$ cat src/design/srxmap_pkg.sv
package srxmap_pkg;

	////////////////////////////////////////////////////////////////////////
	// Serial word and channel geometry
	localparam int WORD_BITS  = 16;
	localparam int BIT_CNT_W  = 4;
	localparam int SLOT_W     = 5;
	localparam int SLOT_CNT_W = 6;
	localparam int CHANS      = 3;
	localparam int FIFO_DEPTH = 16;
	localparam int LEVEL_W    = 5;
	localparam int FIFO_W     = 21;

	// Route register indices; byte address is four times the index
	localparam logic [5:0] IDX_CTRL     = 6'h20;
	localparam logic [5:0] IDX_STATUS   = 6'h21;
	localparam logic [5:0] IDX_LINE_SEL = 6'h27;
	localparam logic [5:0] IDX_CH3      = 6'h2A;
	localparam logic [5:0] IDX_CH4      = 6'h2B;
	localparam logic [5:0] IDX_CH5      = 6'h2C;
	localparam logic [5:0] IDX_CH6      = 6'h2D;

	// Per-channel tables for receive channels 3, 4 and 5
	localparam logic [5:0] CH_IDX  [CHANS] = '{IDX_CH3, IDX_CH4, IDX_CH5};
	localparam logic [7:0] CH_RST  [CHANS] = '{8'h02, 8'h03, 8'h04};
	localparam logic [7:0] CH_MASK [CHANS] = '{8'h3F, 8'h3F, 8'h7F};
	localparam logic [2:0] CH_NUM  [CHANS] = '{3'h3, 3'h4, 3'h5};
	localparam logic [7:0] CH6_RST   = 8'h05;
	localparam logic [7:0] CH6_MASK  = 8'h7F;

	// Field positions
	localparam int ROUTE_LSB  = 5;
	localparam int SLOT_LSB   = 0;
	localparam int SEL_LSB    = 2;
	localparam int FMT_LSB    = 0;
	localparam int ST_OVF     = 0;
	localparam int ST_EMPTY   = 1;
	localparam int ST_LVL_LSB = 4;
	localparam logic [7:0] LINE_SEL_MASK = 8'h1C;
	localparam logic [7:0] LINE_SEL_RST  = 8'h00;
	localparam logic [1:0] FMT_RST       = 2'h0;

	// Serial formats
	localparam logic [1:0] FMT_TDM = 2'h0;
	localparam logic [1:0] FMT_I2S = 2'h1;
	localparam logic [1:0] FMT_LJ  = 2'h2;

	// Route codes
	localparam logic [1:0] ROUTE_OFF  = 2'h0;
	localparam logic [1:0] ROUTE_PLAY = 2'h1;
	localparam logic [1:0] ROUTE_LOOP = 2'h2;
	localparam logic [1:0] ROUTE_RSVD = 2'h3;

endpackage

$ cat src/design/srxmap_fifo.sv
`timescale 1ns/10ps
module srxmap_fifo
	import srxmap_pkg::*;
#(
	parameter int WIDTH = FIFO_W,
	parameter int DEPTH = FIFO_DEPTH
)
(
	input  wire logic                       clk,
	input  wire logic                       rst_n,
	input  wire logic                       inValid,
	output      logic                       inReady,
	input  wire logic [WIDTH-1:0]           inData,
	output      logic                       outValid,
	input  wire logic                       outReady,
	output      logic [WIDTH-1:0]           outData,
	output      logic [$clog2(DEPTH):0]     level
);
	localparam int PW = $clog2(DEPTH);

	logic [WIDTH-1:0] mem_q [DEPTH];
	logic [PW-1:0]    wrPtr_q;
	logic [PW-1:0]    rdPtr_q;
	logic [PW:0]      count_q;
	logic             doPush;
	logic             doPop;

	////////////////////////////////////////////////////////////////////////
	// Honest full and empty from the occupancy count
	assign inReady  = (count_q != (PW+1)'(DEPTH));
	assign outValid = (count_q != '0);
	assign outData  = mem_q[rdPtr_q];
	assign level    = count_q;
	assign doPush   = inValid & inReady;
	assign doPop    = outValid & outReady;

	// Storage, written by index
	always_ff @(posedge clk)
	begin
		if (doPush)
			mem_q[wrPtr_q] <= inData;
	end

	// Pointers and count
	always_ff @(posedge clk or negedge rst_n)
	begin
		if (!rst_n)
		begin
			wrPtr_q <= '0;
			rdPtr_q <= '0;
			count_q <= '0;
		end
		else
		begin
			if (doPush)
				wrPtr_q <= wrPtr_q + 1'b1;
			if (doPop)
				rdPtr_q <= rdPtr_q + 1'b1;
			if (doPush && !doPop)
				count_q <= count_q + 1'b1;
			else if (doPop && !doPush)
				count_q <= count_q - 1'b1;
		end
	end
endmodule

$ cat src/design/srxmap_top.sv
// How it works
// - Ch3 bit5: 0 off, 1 playback 3
// - Ch4 bit5: 0 off, 1 playback 4; resets 0
// - Ch5 bits6:5: off, playback 5, loopback, reserved
// - Slot field bits4:0 picks TDM slot 0-31
// - Ch3/ch4 bits7:6 read-only zero
// - Ch5 bit7 read-only zero
// - Ch3 resets to slot 2, disabled
// - Ch4 at 0x2B, resets 0x03
// - Ch5 at 0x2C, resets 0x04
// - Ch6 at 0x2D, resets 0x05
// - Select bit picks data line A or B
`timescale 1ns/10ps
module srxmap_top
	import srxmap_pkg::*;
(
	input  wire logic          clk,
	input  wire logic          rst_n,
	input  wire logic [7:0]    address,
	input  wire logic          read,
	input  wire logic          write,
	input  wire logic [31:0]   writedata,
	input  wire logic [3:0]    byteenable,
	output      logic [31:0]   readdata,
	output      logic          waitrequest,
	input  wire logic          serialBitClk,
	input  wire logic          frameSync,
	input  wire logic          serialDataInA,
	input  wire logic          serialDataInB,
	output      logic          outValid,
	input  wire logic          outReady,
	output      logic [15:0]   outData,
	output      logic [2:0]    outChan,
	output      logic [1:0]    outRoute
);

	// Route code of a channel register; reserved code forwards nothing
	function automatic logic [1:0] routeOf(input logic [7:0] cfg,
		input logic wide);
		logic [1:0] r;
		r = wide ? cfg[ROUTE_LSB+1 -: 2] : {1'b0, cfg[ROUTE_LSB]};
		return (r == ROUTE_RSVD) ? ROUTE_OFF : r;
	endfunction

	logic [7:0]            chanCfg_q [CHANS];
	logic [7:0]            ch6Cfg_q;
	logic [7:0]            lineSel_q;
	logic [1:0]            fmt_q;
	logic                  overflow_q;
	logic                  waitReq_q;
	logic [31:0]           readData_q;
	logic [5:0]            regIdx;
	logic                  accept;
	logic                  wrLow;
	logic [31:0]           readMux;
	logic [3:0]            pinMeta_q;
	logic [3:0]            pinSync_q;
	logic                  bitClkPrev_q;
	logic                  tick;
	logic                  fsPrev_q;
	logic                  fsRiseD_q;
	logic                  fsFallD_q;
	logic                  fsRise;
	logic                  fsFall;
	logic                  startLeft;
	logic                  startRight;
	logic                  active_q;
	logic                  halfRight_q;
	logic [BIT_CNT_W-1:0]  bitCnt_q;
	logic [SLOT_CNT_W-1:0] slotCnt_q;
	logic [WORD_BITS-1:0]  shA_q;
	logic [WORD_BITS-1:0]  shB_q;
	logic [WORD_BITS-1:0]  wordA;
	logic [WORD_BITS-1:0]  wordB;
	logic                  wordDone;
	logic [SLOT_W-1:0]     curSlot;
	logic                  slotValid;
	logic [CHANS-1:0]      hit;
	logic [CHANS-1:0]      pend_q;
	logic [CHANS-1:0]      pushOne;
	logic [WORD_BITS-1:0]  capWord_q  [CHANS];
	logic [1:0]            capRoute_q [CHANS];
	logic                  pushValid;
	logic [FIFO_W-1:0]     pushData;
	logic                  fifoInReady;
	logic                  fifoOutValid;
	logic                  fifoOutReady;
	logic [FIFO_W-1:0]     fifoOutData;
	logic [LEVEL_W-1:0]    fifoLevel;

	////////////////////////////////////////////////////////////////////////
	// Avalon slave: one wait cycle, then a single acknowledge cycle
	assign regIdx = address[7:2];
	assign accept = (read | write) & ~waitReq_q;
	assign wrLow  = accept & write & byteenable[0];

	always_ff @(posedge clk or negedge rst_n)
	begin
		if (!rst_n)
			waitReq_q <= 1'b1;
		else
			waitReq_q <= ~(waitReq_q & (read | write));
	end

	// Read mux; unmapped and reserved bits read as zero
	always_comb
	begin
		readMux = '0;
		unique case (regIdx)
			IDX_CTRL:     readMux[1:0] = fmt_q;
			IDX_STATUS:
			begin
				readMux[ST_OVF]   = overflow_q;
				readMux[ST_EMPTY] = ~fifoOutValid;
				readMux[ST_LVL_LSB +: LEVEL_W] = fifoLevel;
			end
			IDX_LINE_SEL: readMux[7:0] = lineSel_q;
			IDX_CH3:      readMux[7:0] = chanCfg_q[0];
			IDX_CH4:      readMux[7:0] = chanCfg_q[1];
			IDX_CH5:      readMux[7:0] = chanCfg_q[2];
			IDX_CH6:      readMux[7:0] = ch6Cfg_q;
			default:      readMux = '0;
		endcase
	end

	// Read data captured in the wait cycle, stands through the acknowledge
	always_ff @(posedge clk or negedge rst_n)
	begin
		if (!rst_n)
			readData_q <= '0;
		else if (waitReq_q && read)
			readData_q <= readMux;
	end

	////////////////////////////////////////////////////////////////////////
	// Channel route registers 3 to 5
	generate
		for (genvar c = 0; c < CHANS; c++)
		begin : g_cfg
			always_ff @(posedge clk or negedge rst_n)
			begin
				if (!rst_n)
					chanCfg_q[c] <= CH_RST[c];
				else if (wrLow && regIdx == CH_IDX[c])
					chanCfg_q[c] <= writedata[7:0] & CH_MASK[c];
			end
		end
	endgenerate

	always_ff @(posedge clk or negedge rst_n)
	begin
		if (!rst_n)
			ch6Cfg_q <= CH6_RST;
		else if (wrLow && regIdx == IDX_CH6)
			ch6Cfg_q <= writedata[7:0] & CH6_MASK;
	end

	// Line select and format control
	always_ff @(posedge clk or negedge rst_n)
	begin
		if (!rst_n)
		begin
			lineSel_q <= LINE_SEL_RST;
			fmt_q     <= FMT_RST;
		end
		else
		begin
			if (wrLow && regIdx == IDX_LINE_SEL)
				lineSel_q <= writedata[7:0] & LINE_SEL_MASK;
			if (wrLow && regIdx == IDX_CTRL)
				fmt_q <= writedata[FMT_LSB +: 2];
		end
	end

	// Overflow is sticky; a new loss wins over a write-one clear
	always_ff @(posedge clk or negedge rst_n)
	begin
		if (!rst_n)
			overflow_q <= 1'b0;
		else if (|(hit & pend_q))
			overflow_q <= 1'b1;
		else if (wrLow && regIdx == IDX_STATUS && writedata[ST_OVF])
			overflow_q <= 1'b0;
	end

	////////////////////////////////////////////////////////////////////////
	// Pins cross into clk: second stage is the only reader of the first
	always_ff @(posedge clk or negedge rst_n)
	begin
		if (!rst_n)
		begin
			pinMeta_q    <= '0;
			pinSync_q    <= '0;
			bitClkPrev_q <= 1'b0;
		end
		else
		begin
			pinMeta_q    <= {serialDataInB, serialDataInA, frameSync,
				serialBitClk};
			pinSync_q    <= pinMeta_q;
			bitClkPrev_q <= pinSync_q[0];
		end
	end

	// Bit clock rising edge as a one-cycle enable
	assign tick   = pinSync_q[0] & ~bitClkPrev_q;
	assign fsRise = pinSync_q[1] & ~fsPrev_q;
	assign fsFall = ~pinSync_q[1] & fsPrev_q;

	// Half starts; I2S lags the frame sync edge by one bit
	always_comb
	begin
		startLeft  = 1'b0;
		startRight = 1'b0;
		unique case (fmt_q)
			FMT_I2S:
			begin
				startLeft  = fsFallD_q;
				startRight = fsRiseD_q;
			end
			FMT_LJ:
			begin
				startLeft  = fsRise;
				startRight = fsFall;
			end
			default: startLeft = fsRise;
		endcase
	end

	// Frame position: bit and slot counters on each bit clock rising edge
	always_ff @(posedge clk or negedge rst_n)
	begin
		if (!rst_n)
		begin
			fsPrev_q    <= 1'b0;
			fsRiseD_q   <= 1'b0;
			fsFallD_q   <= 1'b0;
			active_q    <= 1'b0;
			halfRight_q <= 1'b0;
			bitCnt_q    <= '0;
			slotCnt_q   <= '0;
		end
		else if (tick)
		begin
			fsPrev_q  <= pinSync_q[1];
			fsRiseD_q <= fsRise;
			fsFallD_q <= fsFall;
			if (startLeft || startRight)
			begin
				active_q    <= 1'b1;
				halfRight_q <= startRight;
				bitCnt_q    <= BIT_CNT_W'(1);
				slotCnt_q   <= '0;
			end
			else
			begin
				bitCnt_q <= bitCnt_q + 1'b1;
				// Saturate so a long frame never aliases to slot 0
				if (wordDone && !slotCnt_q[SLOT_CNT_W-1])
					slotCnt_q <= slotCnt_q + 1'b1;
			end
		end
	end

	// Both data lines shift so any channel may pick either
	always_ff @(posedge clk or negedge rst_n)
	begin
		if (!rst_n)
		begin
			shA_q <= '0;
			shB_q <= '0;
		end
		else if (tick)
		begin
			shA_q <= wordA;
			shB_q <= wordB;
		end
	end

	assign wordA    = {shA_q[WORD_BITS-2:0], pinSync_q[2]};
	assign wordB    = {shB_q[WORD_BITS-2:0], pinSync_q[3]};
	assign wordDone = tick & active_q & ~startLeft & ~startRight
		& (bitCnt_q == BIT_CNT_W'(WORD_BITS - 1));

	// effective slot number of the word just finished
	always_comb
	begin
		if (fmt_q == FMT_I2S || fmt_q == FMT_LJ)
		begin
			curSlot   = {halfRight_q, slotCnt_q[SLOT_W-2:0]};
			slotValid = (slotCnt_q[SLOT_CNT_W-1 -: 2] == 2'b00);
		end
		else
		begin
			// Format code 3 counts slots as TDM, as its frame start does
			curSlot   = slotCnt_q[SLOT_W-1:0];
			slotValid = ~slotCnt_q[SLOT_CNT_W-1];
		end
	end

	////////////////////////////////////////////////////////////////////////
	// Per-channel capture; the push stalls on a full FIFO
	generate
		for (genvar c = 0; c < CHANS; c++)
		begin : g_cap
			assign hit[c] = wordDone & slotValid
				& (routeOf(chanCfg_q[c], c == CHANS - 1) != ROUTE_OFF)
				& (chanCfg_q[c][SLOT_LSB +: SLOT_W] == curSlot);

			always_ff @(posedge clk or negedge rst_n)
			begin
				if (!rst_n)
				begin
					capWord_q[c]  <= '0;
					capRoute_q[c] <= ROUTE_OFF;
					pend_q[c]     <= 1'b0;
				end
				else if (hit[c])
				begin
					capWord_q[c]  <= lineSel_q[SEL_LSB + c] ? wordB : wordA;
					capRoute_q[c] <= routeOf(chanCfg_q[c], c == CHANS - 1);
					pend_q[c]     <= 1'b1;
				end
				else if (pushOne[c])
					pend_q[c] <= 1'b0;
			end
		end
	endgenerate

	// Lowest pending channel goes first, one word per cycle
	always_comb
	begin
		pushOne  = '0;
		pushData = '0;
		for (int c = CHANS - 1; c >= 0; c--)
		begin
			if (pend_q[c])
			begin
				pushOne  = '0;
				pushOne[c] = fifoInReady;
				pushData = {capRoute_q[c], CH_NUM[c], capWord_q[c]};
			end
		end
	end

	assign pushValid = |pend_q;

	srxmap_fifo #(
		.WIDTH (FIFO_W),
		.DEPTH (FIFO_DEPTH)
	) u_fifo (
		.clk      (clk),
		.rst_n    (rst_n),
		.inValid  (pushValid),
		.inReady  (fifoInReady),
		.inData   (pushData),
		.outValid (fifoOutValid),
		.outReady (fifoOutReady),
		.outData  (fifoOutData),
		.level    (fifoLevel)
	);

	////////////////////////////////////////////////////////////////////////
	// Registered output stage keeps every output on a flip-flop
	assign fifoOutReady = ~outValid | outReady;

	always_ff @(posedge clk or negedge rst_n)
	begin
		if (!rst_n)
		begin
			outValid <= 1'b0;
			outData  <= '0;
			outChan  <= '0;
			outRoute <= ROUTE_OFF;
		end
		else if (fifoOutReady)
		begin
			outValid <= fifoOutValid;
			if (fifoOutValid)
			begin
				outData  <= fifoOutData[WORD_BITS-1:0];
				outChan  <= fifoOutData[WORD_BITS +: 3];
				outRoute <= fifoOutData[FIFO_W-1 -: 2];
			end
		end
	end

	assign readdata    = readData_q;
	assign waitrequest = waitReq_q;

endmodule

$ cat config.mk
export PLATFORM = sky130hd
export DESIGN_NAME = srxmap_top
export DESIGN_NICKNAME = d
export VERILOG_FILES = /design/src/design/srxmap_pkg.sv /design/src/design/srxmap_fifo.sv /design/src/design/srxmap_top.sv
export SDC_FILE = /design/constraint.sdc
export NUM_CORES = 1
export LEC_CHECK = 0
export BUFFER_PORTS_ARGS = -buffer_cell sky130_fd_sc_hd__buf_2
export CAP_MARGIN = 20
export CORE_MARGIN = 2
export CORE_UTILIZATION = 25
export DETAILED_ROUTE_END_ITERATION = 8
export SYNTH_ARGS = -nofsm -noshare
export SYNTH_HDL_FRONTEND = slang
export SYNTH_SLANG_ARGS = --single-unit
export TNS_END_PERCENT = 30
$ cat constraint.sdc
create_clock -name clk -period 3.8 [get_ports clk]
set_input_delay 0.76 -clock clk [delete_from_list [all_inputs] [get_ports clk]]
set_output_delay 0.76 -clock clk [all_outputs]
set_load 0.1 [all_outputs]
* After elaboration in Yosys (flattened, before gate mapping)
Memories as Yosys holds them, arrays and structs flattened. A register that Yosys moved wholly into a read port is not among the register bits. Cells that the tools add are included.
Word-level totals: register bits 165, memory bits (writable) 336, output and inout bits 55, memories 1
Cells by class: add/subtract/negate cells 6, equality and inequality tests 15, mux-type cells 33, bitwise operators 33, reductions and logical operators 32
Memory list:
- u_fifo.mem_q | words 16, width 21, read ports 1, clocked after memory_dff 1, wr ports 1, RTL line srxmap_fifo.sv:21 | logic [WIDTH-1:0] mem_q [DEPTH];
Operators by type and width (count):
- two-way mux 21 bit | 3
- two-way mux 16 bit | 3
- equality test 6 bit (second input constant) | 7
- one-hot mux 4 bit (6 select lines) | 1
- bitwise AND 1 bit | 20
- equality test 5 bit | 3
- two-way mux 5 bit | 3
- nonzero test 2 bit | 7
- two-way mux 1 bit | 13
- adder 4 x 1 -> 4 bit (second input constant) | 3
- logical AND 1 bit | 12
- two-way mux 6 bit | 2
- one-hot mux 2 bit (6 select lines) | 1
- NOT 1 bit | 10
- one-hot mux 2 bit (5 select lines) | 1
- two-way mux 3 bit | 3
- adder 6 x 1 -> 6 bit (second input constant) | 1
- AND reduction 2 bit | 3
- OR reduction 3 bit | 2
- adder 5 x 1 -> 5 bit (second input constant) | 1
- != test 5 bit (second input constant) | 1
- nonzero test 5 bit | 1
- subtractor 5 x 1 -> 5 bit (second input constant) | 1
- equality test 2 bit (second input constant) | 2
- other kinds (10) | 15

* Depth between registers and ports, before layout
Gate-level depths: netlist (run 1).
depth after elaboration 13, gate-level depth with buffers 14

* Cells and area by module
A second synthesis (run 1) with hierarchy kept.
Second synthesis, totals: cell total of the unflattened synthesis 1437, area, all modules 21902.3 sq um
Modules (own cells, without submodules):
- srxmap_fifo | instances 1, cells each 690, area an instance 13724.4 sq um, seq. area each 10415.0 sq um
- srxmap_top | instances 1, cells each 747, area an instance 8177.8 sq um, seq. area each 4337.9 sq um

* Worst setup path before layout (run 1)
OpenSTA, ideal clock, no wires.
path type flip-flop to flip-flop, start register outValid, end register u_fifo.count_q[4], in the netlist u_fifo.level[4], setup time 0.125 ns, data arrival time 3.092 ns, required time 3.675 ns, slack 0.582 ns, cell stages (with the launch flop) 14, buffers on the path 2, path through dfrtp_1 > nand2b_1 > nor2b_1 > clkbuf_1 > inv_1 > clkbuf_1 > ha_1 > inv_1 > fa_1 > a21o_1 > a21oi_1 > xnor2_1 > nor2_1 > xor2_1
On the way: cells in the longest elaborated chain, start to end 6, elaborated cells on any way between the ends 8, those cells by class mux: 1; bitwise: 3; reduce/logical: 4
Ends and longest elaborated chain:
- start: declaration | RTL line srxmap_top.sv:30 | output logic outValid,
- start signal: assignment | RTL line srxmap_top.sv:378 | outValid <= fifoOutValid;
- NOT 1 bit * | RTL line srxmap_top.sv:365 | assign fifoOutReady = ~outValid | outReady;
- bitwise OR 1 bit * | RTL line srxmap_top.sv:365
- bitwise AND 1 bit * | RTL line srxmap_fifo.sv:35 | assign doPop = outValid & outReady;
- zero test 1 bit | RTL line srxmap_fifo.sv:59 | if (doPush && !doPop)
- logical AND 1 bit | RTL line srxmap_fifo.sv:59
- two-way mux 5 bit or nonzero test 2 bit (tied branches)
- end signal: assignment | RTL line srxmap_fifo.sv:60 | count_q <= count_q + 1'b1;
- end signal: assignment | RTL line srxmap_fifo.sv:62 | count_q <= count_q - 1'b1;
- end: declaration | RTL line srxmap_fifo.sv:24 | logic [PW:0] count_q;
Every way passes the cells marked *; elsewhere a longest branch is shown, timed or not. A chain may end at the register's enable or synchronous reset.

* Final worst setup path (run 1)
start register bitCnt_q[0], end register capWord_q[22] (netlist name)
On the way: cells in the longest elaborated chain, start to end 5
Ends and longest elaborated chain:
- start: declaration | RTL line srxmap_top.sv:69 | logic [BIT_CNT_W-1:0] bitCnt_q;
- start signal: assignment | RTL line srxmap_top.sv:257 | bitCnt_q <= bitCnt_q + 1'b1;
- equality test 4 bit | RTL line srxmap_top.sv:283 | & (bitCnt_q == BIT_CNT_W'(WORD_BITS - 1));
- bitwise AND 1 bit | RTL line srxmap_top.sv:283
- bitwise AND 1 bit | RTL line srxmap_top.sv:306 | assign hit[c] = wordDone & slotValid
- bitwise AND 1 bit | RTL line srxmap_top.sv:307 | & (routeOf(chanCfg_q[c], c == CHANS - 1) != ROUTE_OFF)
- bitwise AND 1 bit | RTL line srxmap_top.sv:308 | & (chanCfg_q[c][SLOT_LSB +: SLOT_W] == curSlot);
- end signal: indexed assignment | RTL line srxmap_top.sv:320 | capWord_q[c] <= lineSel_q[SEL_LSB + c] ? wordB : wordA;
- end: declaration | RTL line srxmap_top.sv:81 | logic [WORD_BITS-1:0] capWord_q [CHANS];
Every way passes these cells.

==> reports/qor.yml, run 1 <==
internal_power_mw: 10.6
synth_cell_types: 60
port_buffers: 54
drtPass1Iterations: 5
postSynthCellCount: 1314
nets: 1492
cp-start-kind: "flip-flop"
clk_latency_ns: 0.62
clock-sinks: 522
cp.arrival_ns: 3.42
relSlewSlack_pct: 27.9
antenna_found_initial: 0
fp.dieH_um: 297
instances_no_fill: 2612
yosysSeqAreaShare_pct: 68.9
combPwrFrac_pct: 19.5
synth_top_family_by_area: "multiplexers"
clkPwrFrac_pct: 36.5
avgRoutedWirePerCell_um: 18.8
area_growth_pct: 18.2
cpPeakStageDelay_ns: 0.65
synth_xor_area_share_pct: 1.19
overflow: 0
drc_errors: 0
regToRegStartpoint: "bitCnt_q[0]"
switchingPower_mw: 4.79
cp.depth: 7
yosysWarnings: 0
tns_ns: 0
ys_ff_latch: 522
crit_chain: "ha_1 > nand4_2 > nor3_4 > or4b_1 > nor4b_4 > buf_4 > mux2_2"
synth_mux_area_share_pct: 16.3
synthTopCellsByArea: "edfxtp_1, dfrtp_1, mux4_2"
synth-simple-area-share_pct: 5.62
dp_cells: 2512
wl_mm: 49.0
first_global_vias: 12200
rsz0062_at_grt: "false"
cts_setup_buffers: 0
synth_top_cell_by_area: "edfxtp_1"
first_iter_violations: 836
swShare_pct: 31.1
core_area_um2: 85000
drv_cap: 0
die_area_um2: 88000
finClkSkew_ns: 0.0418
p_leak_nw: 9.96
drive_gt1_share_pct: 31.8
path_delay_family: "simple AND/OR/NAND/NOR gates"
fmax_mhz: 341
dp_hpwl_mm: 30.3
worstPathRequired_ns: 4.30
antenna_cells: 0
status: "complete, no violations"
cp_slowest_cell: "or4b_1"
ant_nets: 0
grt_pass1_wl_mm: 75.4
initial_core_util_pct: 25.2
cts_buffers: 53
synthAdderAreaFrac_pct: 0.970
vdd_drop_max_uv: 411
avgSynthCellArea_um2: 16.3
cts-root-buf: "clkbuf_16"
crit_path_max_fanout: 18
grt_max_degree: 72
end_kind: "flip-flop"
min_period_ns: 2.93
die_x_um: 297
cts_tree: "built"
synthArstFlopShare_pct: 35.6
hold_violations: 0
vias: 11600
synth_common_cells: "edfxtp_1, dfrtp_1, nand2_1"
place_congestion: 0.773
htree_levels: 2
cts_resized: 0
clockBufferDepth: 3
synth_compound_area_share_pct: 4.68
hold_buffers: 0
synth_edf_count: 336
seqPwrFrac_pct: 44.0
rr_worst_depth: 7
syn_area_um2: 21400
reg2reg_slack_ns: 0.87
clkTransAtPathRegs_ns: 0.06
pin_count: 108
drv_slew: 0
timing.final.crit_share_pct: 77.1
power_density_nw_per_um2: 608
hp-class: "input port to asynchronous set/reset pin"
synthFlopType: "edfxtp_1"
synth_top_area_share_pct: 47.1
setup_viol: 0
worst-path-buf-inv: 1
r2r-end: "capWord_q[22]"
criticalPathCategory: "flip-flop to flip-flop"
n_fill_cell: 8360
yosysMostFrequentCell: "edfxtp_1"
via_per_inst: 4.44
tightest_slew_ns: 1.08
post-route-util_pct: 29.8
core.rowCount: 107
track_usage_pct: 11.3
==> layer usage <==
layer	global-route usage [%]	vias to the layer above	part of all wire, %
met4	2.87	0	2.0
met1	14.1	6097	41
met2	20.1	246	52
met5	0	-	0
li1	-	5174	-
met3	2.00	74	4.6
==> through the flow <==
stage | hold slack [ns] | power, mW | area, um^2 | worst slack [ns]
2_1_floorplan | 0.331 | 9.03 | 21500 | 0.582
3_3_place_gp | 0.341 | 9.90 | 23400 | 0.942
3_5_place_dp | 0.340 | 9.95 | 23400 | 0.890
4_1_cts | 0.152 | 15.6 | 25300 | 0.875
5_1_grt | 0.177 | 16.0 | 25300 | 0.733
6_report | 0.159 | 15.4 | 25300 | 0.872
==> worst max path at each step <==
stage                           start              end  slack [ns]
after detailed placement  bitCnt_q[0]    capWord_q[22]        0.89
after global placement    bitCnt_q[0]    capWord_q[16]        0.94
after floorplan              outValid  u_fifo.level[4]        0.58
after global routing      bitCnt_q[0]    capWord_q[21]        0.73
after CTS                 bitCnt_q[0]    capWord_q[22]        0.88
final                     bitCnt_q[0]    capWord_q[22]        0.87
==> registers in the layout, indices dropped and copies added (netlist names), 5 cells and up <==
name,count
capWord_q,48
outData,16
slotCnt_q,6
readdata,9
ch6Cfg_q,7
u_fifo.mem_q,336
shB_q,15
shA_q,15
u_fifo.level,5
chanCfg_q,19
==> cell families (layout without fill, tap and decap cells) <==
| family | count (synthesis) | after routing |
|---|---|---|
| and+or+nand+nor | 265 | 265 |
| buffers and inverters | 105 | 237 |
| other | 1 | 23 |
| DFF | 522 | 522 |
| AOI/OAI and AO/OA | 153 | 153 |
| muxes | 223 | 223 |
| xor gates and xnor gates | 29 | 29 |
| adders and majority gates | 16 | 16 |
==> cells in the final DEF (no fill, tap or decap), drive strengths merged, types with 9 or more instances in the layout <==
cell	instances
a21oi	29
a221oi	23
a22oi	37
buf	124
bufinv	9
clkbuf	71
clkinv	19
conb	23
dfrtp	179
edfxtp	336
ha	15
inv	14
mux2	128
mux2i	10
mux4	85
nand2	152
nor2	51
nor3	15
o21ai	45
xnor2	17
xor2	12
==> power groups by stage <==
stage,clock network (mW),logic [mW],registers (mW)
final,5.62,3.00,6.78
after global routing,5.99,3.18,6.85
after CTS,5.75,3.04,6.81
after detailed placement,0,3.03,6.91
after global placement,0,3.00,6.90
after floorplan,0,1.62,7.41
==> cell type report <==
type                       instances  area [um^2]  area share (%)
timing repair buffer             125          853            3.37
clock inverter                    30          442            1.75
inverter                          12         45.0           0.178
sequential                       522        14800            58.3
tap                             1144         1430            5.66
clock buffer                      70         1470            5.81
multi-input combinational        709         6300            24.9
Note: power is estimated with default switching activity, not from simulation.
==> run 2: changes to the inputs <==
==> constraint.sdc (replaced) <==
create_clock -name clk -period 3 [get_ports clk]
set_input_delay 0.6 -clock clk [delete_from_list [all_inputs] [get_ports clk]]
set_output_delay 0.6 -clock clk [all_outputs]
set_load 0.1 [all_outputs]
==> reports/qor.yml, run 2 (synthesized netlist as in run 1, its figures left out) <==
status: "complete, no violations"
clkTransAtPathRegs_ns: 0.06  # about the same
via_per_inst: 4.42  # -0.34%
criticalPathCategory: "flip-flop to flip-flop"
clock-sinks: 522  # unchanged
dp_hpwl_mm: 29.7  # -2.0%
swShare_pct: 31.5  # +0.37 points
drtPass1Iterations: 5  # unchanged
setup_viol: 0  # unchanged
rsz0062_at_grt: "false"
mostFrequentLayoutCell: "edfxtp_1"
switchingPower_mw: 5.94  # +24%
n_fill_cell: 8318  # -0.50%
largest_register: "u_fifo.mem_q"
vias: 11600  # -0.19%
track_usage_pct: 11.3  # +0.073 points
tightest_slew_ns: 1.06  # -0.0177 ns
rr_worst_depth: 7  # unchanged
cp.arrival_ns: 3.32  # -0.10 ns
fmax_mhz: 352  # +3.0%
area_growth_pct: 17.7
seq_area_um2: 14800  # about the same
drive_gt1_share_pct: 31.3  # -0.56 points
seqPwrFrac_pct: 45.0  # +1.0 points
internal_power_mw: 12.9  # +22%
timing.final.crit_share_pct: 94.7  # +18 points
min_period_ns: 2.84  # -0.0860 ns
fp.dieH_um: 297  # unchanged
vdd_drop_max_uv: 445  # +8.3%
finClkSkew_ns: 0.0525  # +0.0107 ns
hold_violations: 0  # unchanged
power_density_nw_per_um2: 749  # +23%
cts_tree: "built"
overflow: 0  # unchanged
place_congestion: 0.760  # -1.7%
drc_errors: 0  # unchanged
core_area_um2: 85000  # unchanged
core.rowCount: 107  # unchanged
clkPwrFrac_pct: 34.1  # -2.4 points
antenna_found_initial: 0  # unchanged
cp-start-kind: "flip-flop"
initial_core_util_pct: 25.2  # unchanged
dp_cells: 2515  # +0.12%
grt_pass1_wl_mm: 75.7  # +0.41%
p_leak_nw: 9.87  # -0.89%
reg_top3: "u_fifo.mem_q (336), capWord_q (48), chanCfg_q (19)"
tns_ns: 0  # unchanged
die_area_um2: 88000  # unchanged
multi_input_area_um2: 6320  # +0.24%
drv_slew: 0  # unchanged
relSlewSlack_pct: 29.1  # +1.2 points
port_buffers: 54  # unchanged
pin_count: 108  # unchanged
combPwrFrac_pct: 20.8  # +1.3 points
first_iter_violations: 801  # -4.2%
hold_depth: 1
clockBufferDepth: 3  # unchanged
avgRoutedWirePerCell_um: 18.8  # +0.33%
ant_nets: 0  # unchanged
mostFrequentLayoutCells: "edfxtp_1, dfrtp_1, nand2_1, mux2_2, mux4_2"
largest_register_ffs: 336  # unchanged
htree_levels: 2  # unchanged
instances_no_fill: 2616  # +0.15%
grt_max_degree: 62  # -14%
clk_latency_ns: 0.61  # about the same
cts-root-buf: "clkbuf_16"
first_global_vias: 12500  # +1.9%
hp-class: "input port to flip-flop"
drv_cap: 0  # unchanged
wl_mm: 49.2  # +0.48%
post-route-util_pct: 29.6  # -0.12 points
cts_buffers: 53  # unchanged
crit_path_max_fanout: 18  # unchanged
end_kind: "flip-flop"
nets: 1496  # +0.27%
worstPathRequired_ns: 3.48  # -0.82 ns
die_x_um: 297  # unchanged
antenna_cells: 0  # unchanged
run 2: cell count changes in the layout (fill, tap and decap cells not counted), moves of 2 or more:
cell,delta
clkbuf_8,-4
bufinv_16,-5
clkbuf_1,+8
clkinv_1,+4
buf_12,+4
clkinv_2,-4
nor3_2,-2
nor3_4,+2
run 2: worst paths after layout:
| path | start | end | slack [ns] |
|---|---|---|---|
| max in group asynchronous | rst_n | u_fifo.wrPtr_q[3] | 1.67 |
| worst max register to register | bitCnt_q[0] | capWord_q[22] | 0.16 |
| worst min-delay path | serialDataInA | pinMeta_q[2] | 0.11 |
| worst max-delay path | bitCnt_q[0] | capWord_q[22] | 0.16 |
| worst min register to register | pinMeta_q[2] | pinSync_q[2] | 0.36 |
| min in group asynchronous | rst_n | pinMeta_q[2] | 0.47 |
run 2: power groups by stage:
stage	Combinational (mW)	Sequential [mW]	Clock, mW
2_1_floorplan	2.04	9.38	0
3_3_place_gp	3.94	8.63	0
3_5_place_dp	3.98	8.65	0
4_1_cts	3.99	8.51	6.59
5_1_grt	4.19	8.57	6.88
6_report	3.93	8.50	6.44
run 2: metrics by stage:
stage / power, mW / setup slack, ns / hold slack, ns / cell area (um^2)
floorplan: 11.4 / -0.120 / 0.304 / 21500
global placement: 12.6 / 0.130 / 0.339 / 23500
detailed placement: 12.6 / 0.176 / 0.347 / 23500
CTS: 19.1 / 0.154 / 0.0725 / 25200
global route: 19.6 / 0.0146 / 0.0768 / 25200
finish: 18.9 / 0.158 / 0.110 / 25200
run 2: what timing repair did:
action | CTS | global route
hold endpoints to repair | 32 | 0
hold buffers | 1 | 0
setup buffers | 0 | 0
resized for setup | 0 | 0
run 2: final cells by class:
type,count,area share [%]
sequential,522,58.6
multi-input combinational,709,25.1
clock buffer,74,5.73
inverter,12,0.179
tap,1144,5.68
timing repair buffer,129,3.70
clock inverter,26,1.06
run 2: critical path: stages, from the launching register on:
cell and delay, ns:
dfrtp_1 0.41, ha_1 0.24, nand4_2 0.13, nor3_4 0.31
or4b_1 0.65, nor4b_4 0.39, buf_12 0.23, mux2_2 0.35
run 2: layer usage:
layer	wire length, um	global-route usage, %	part of all wire, %
met2	25400	20.3	52
met4	1230	3.31	2.5
met3	2250	1.95	4.6
met1	20300	13.9	41
met5	0	0	0
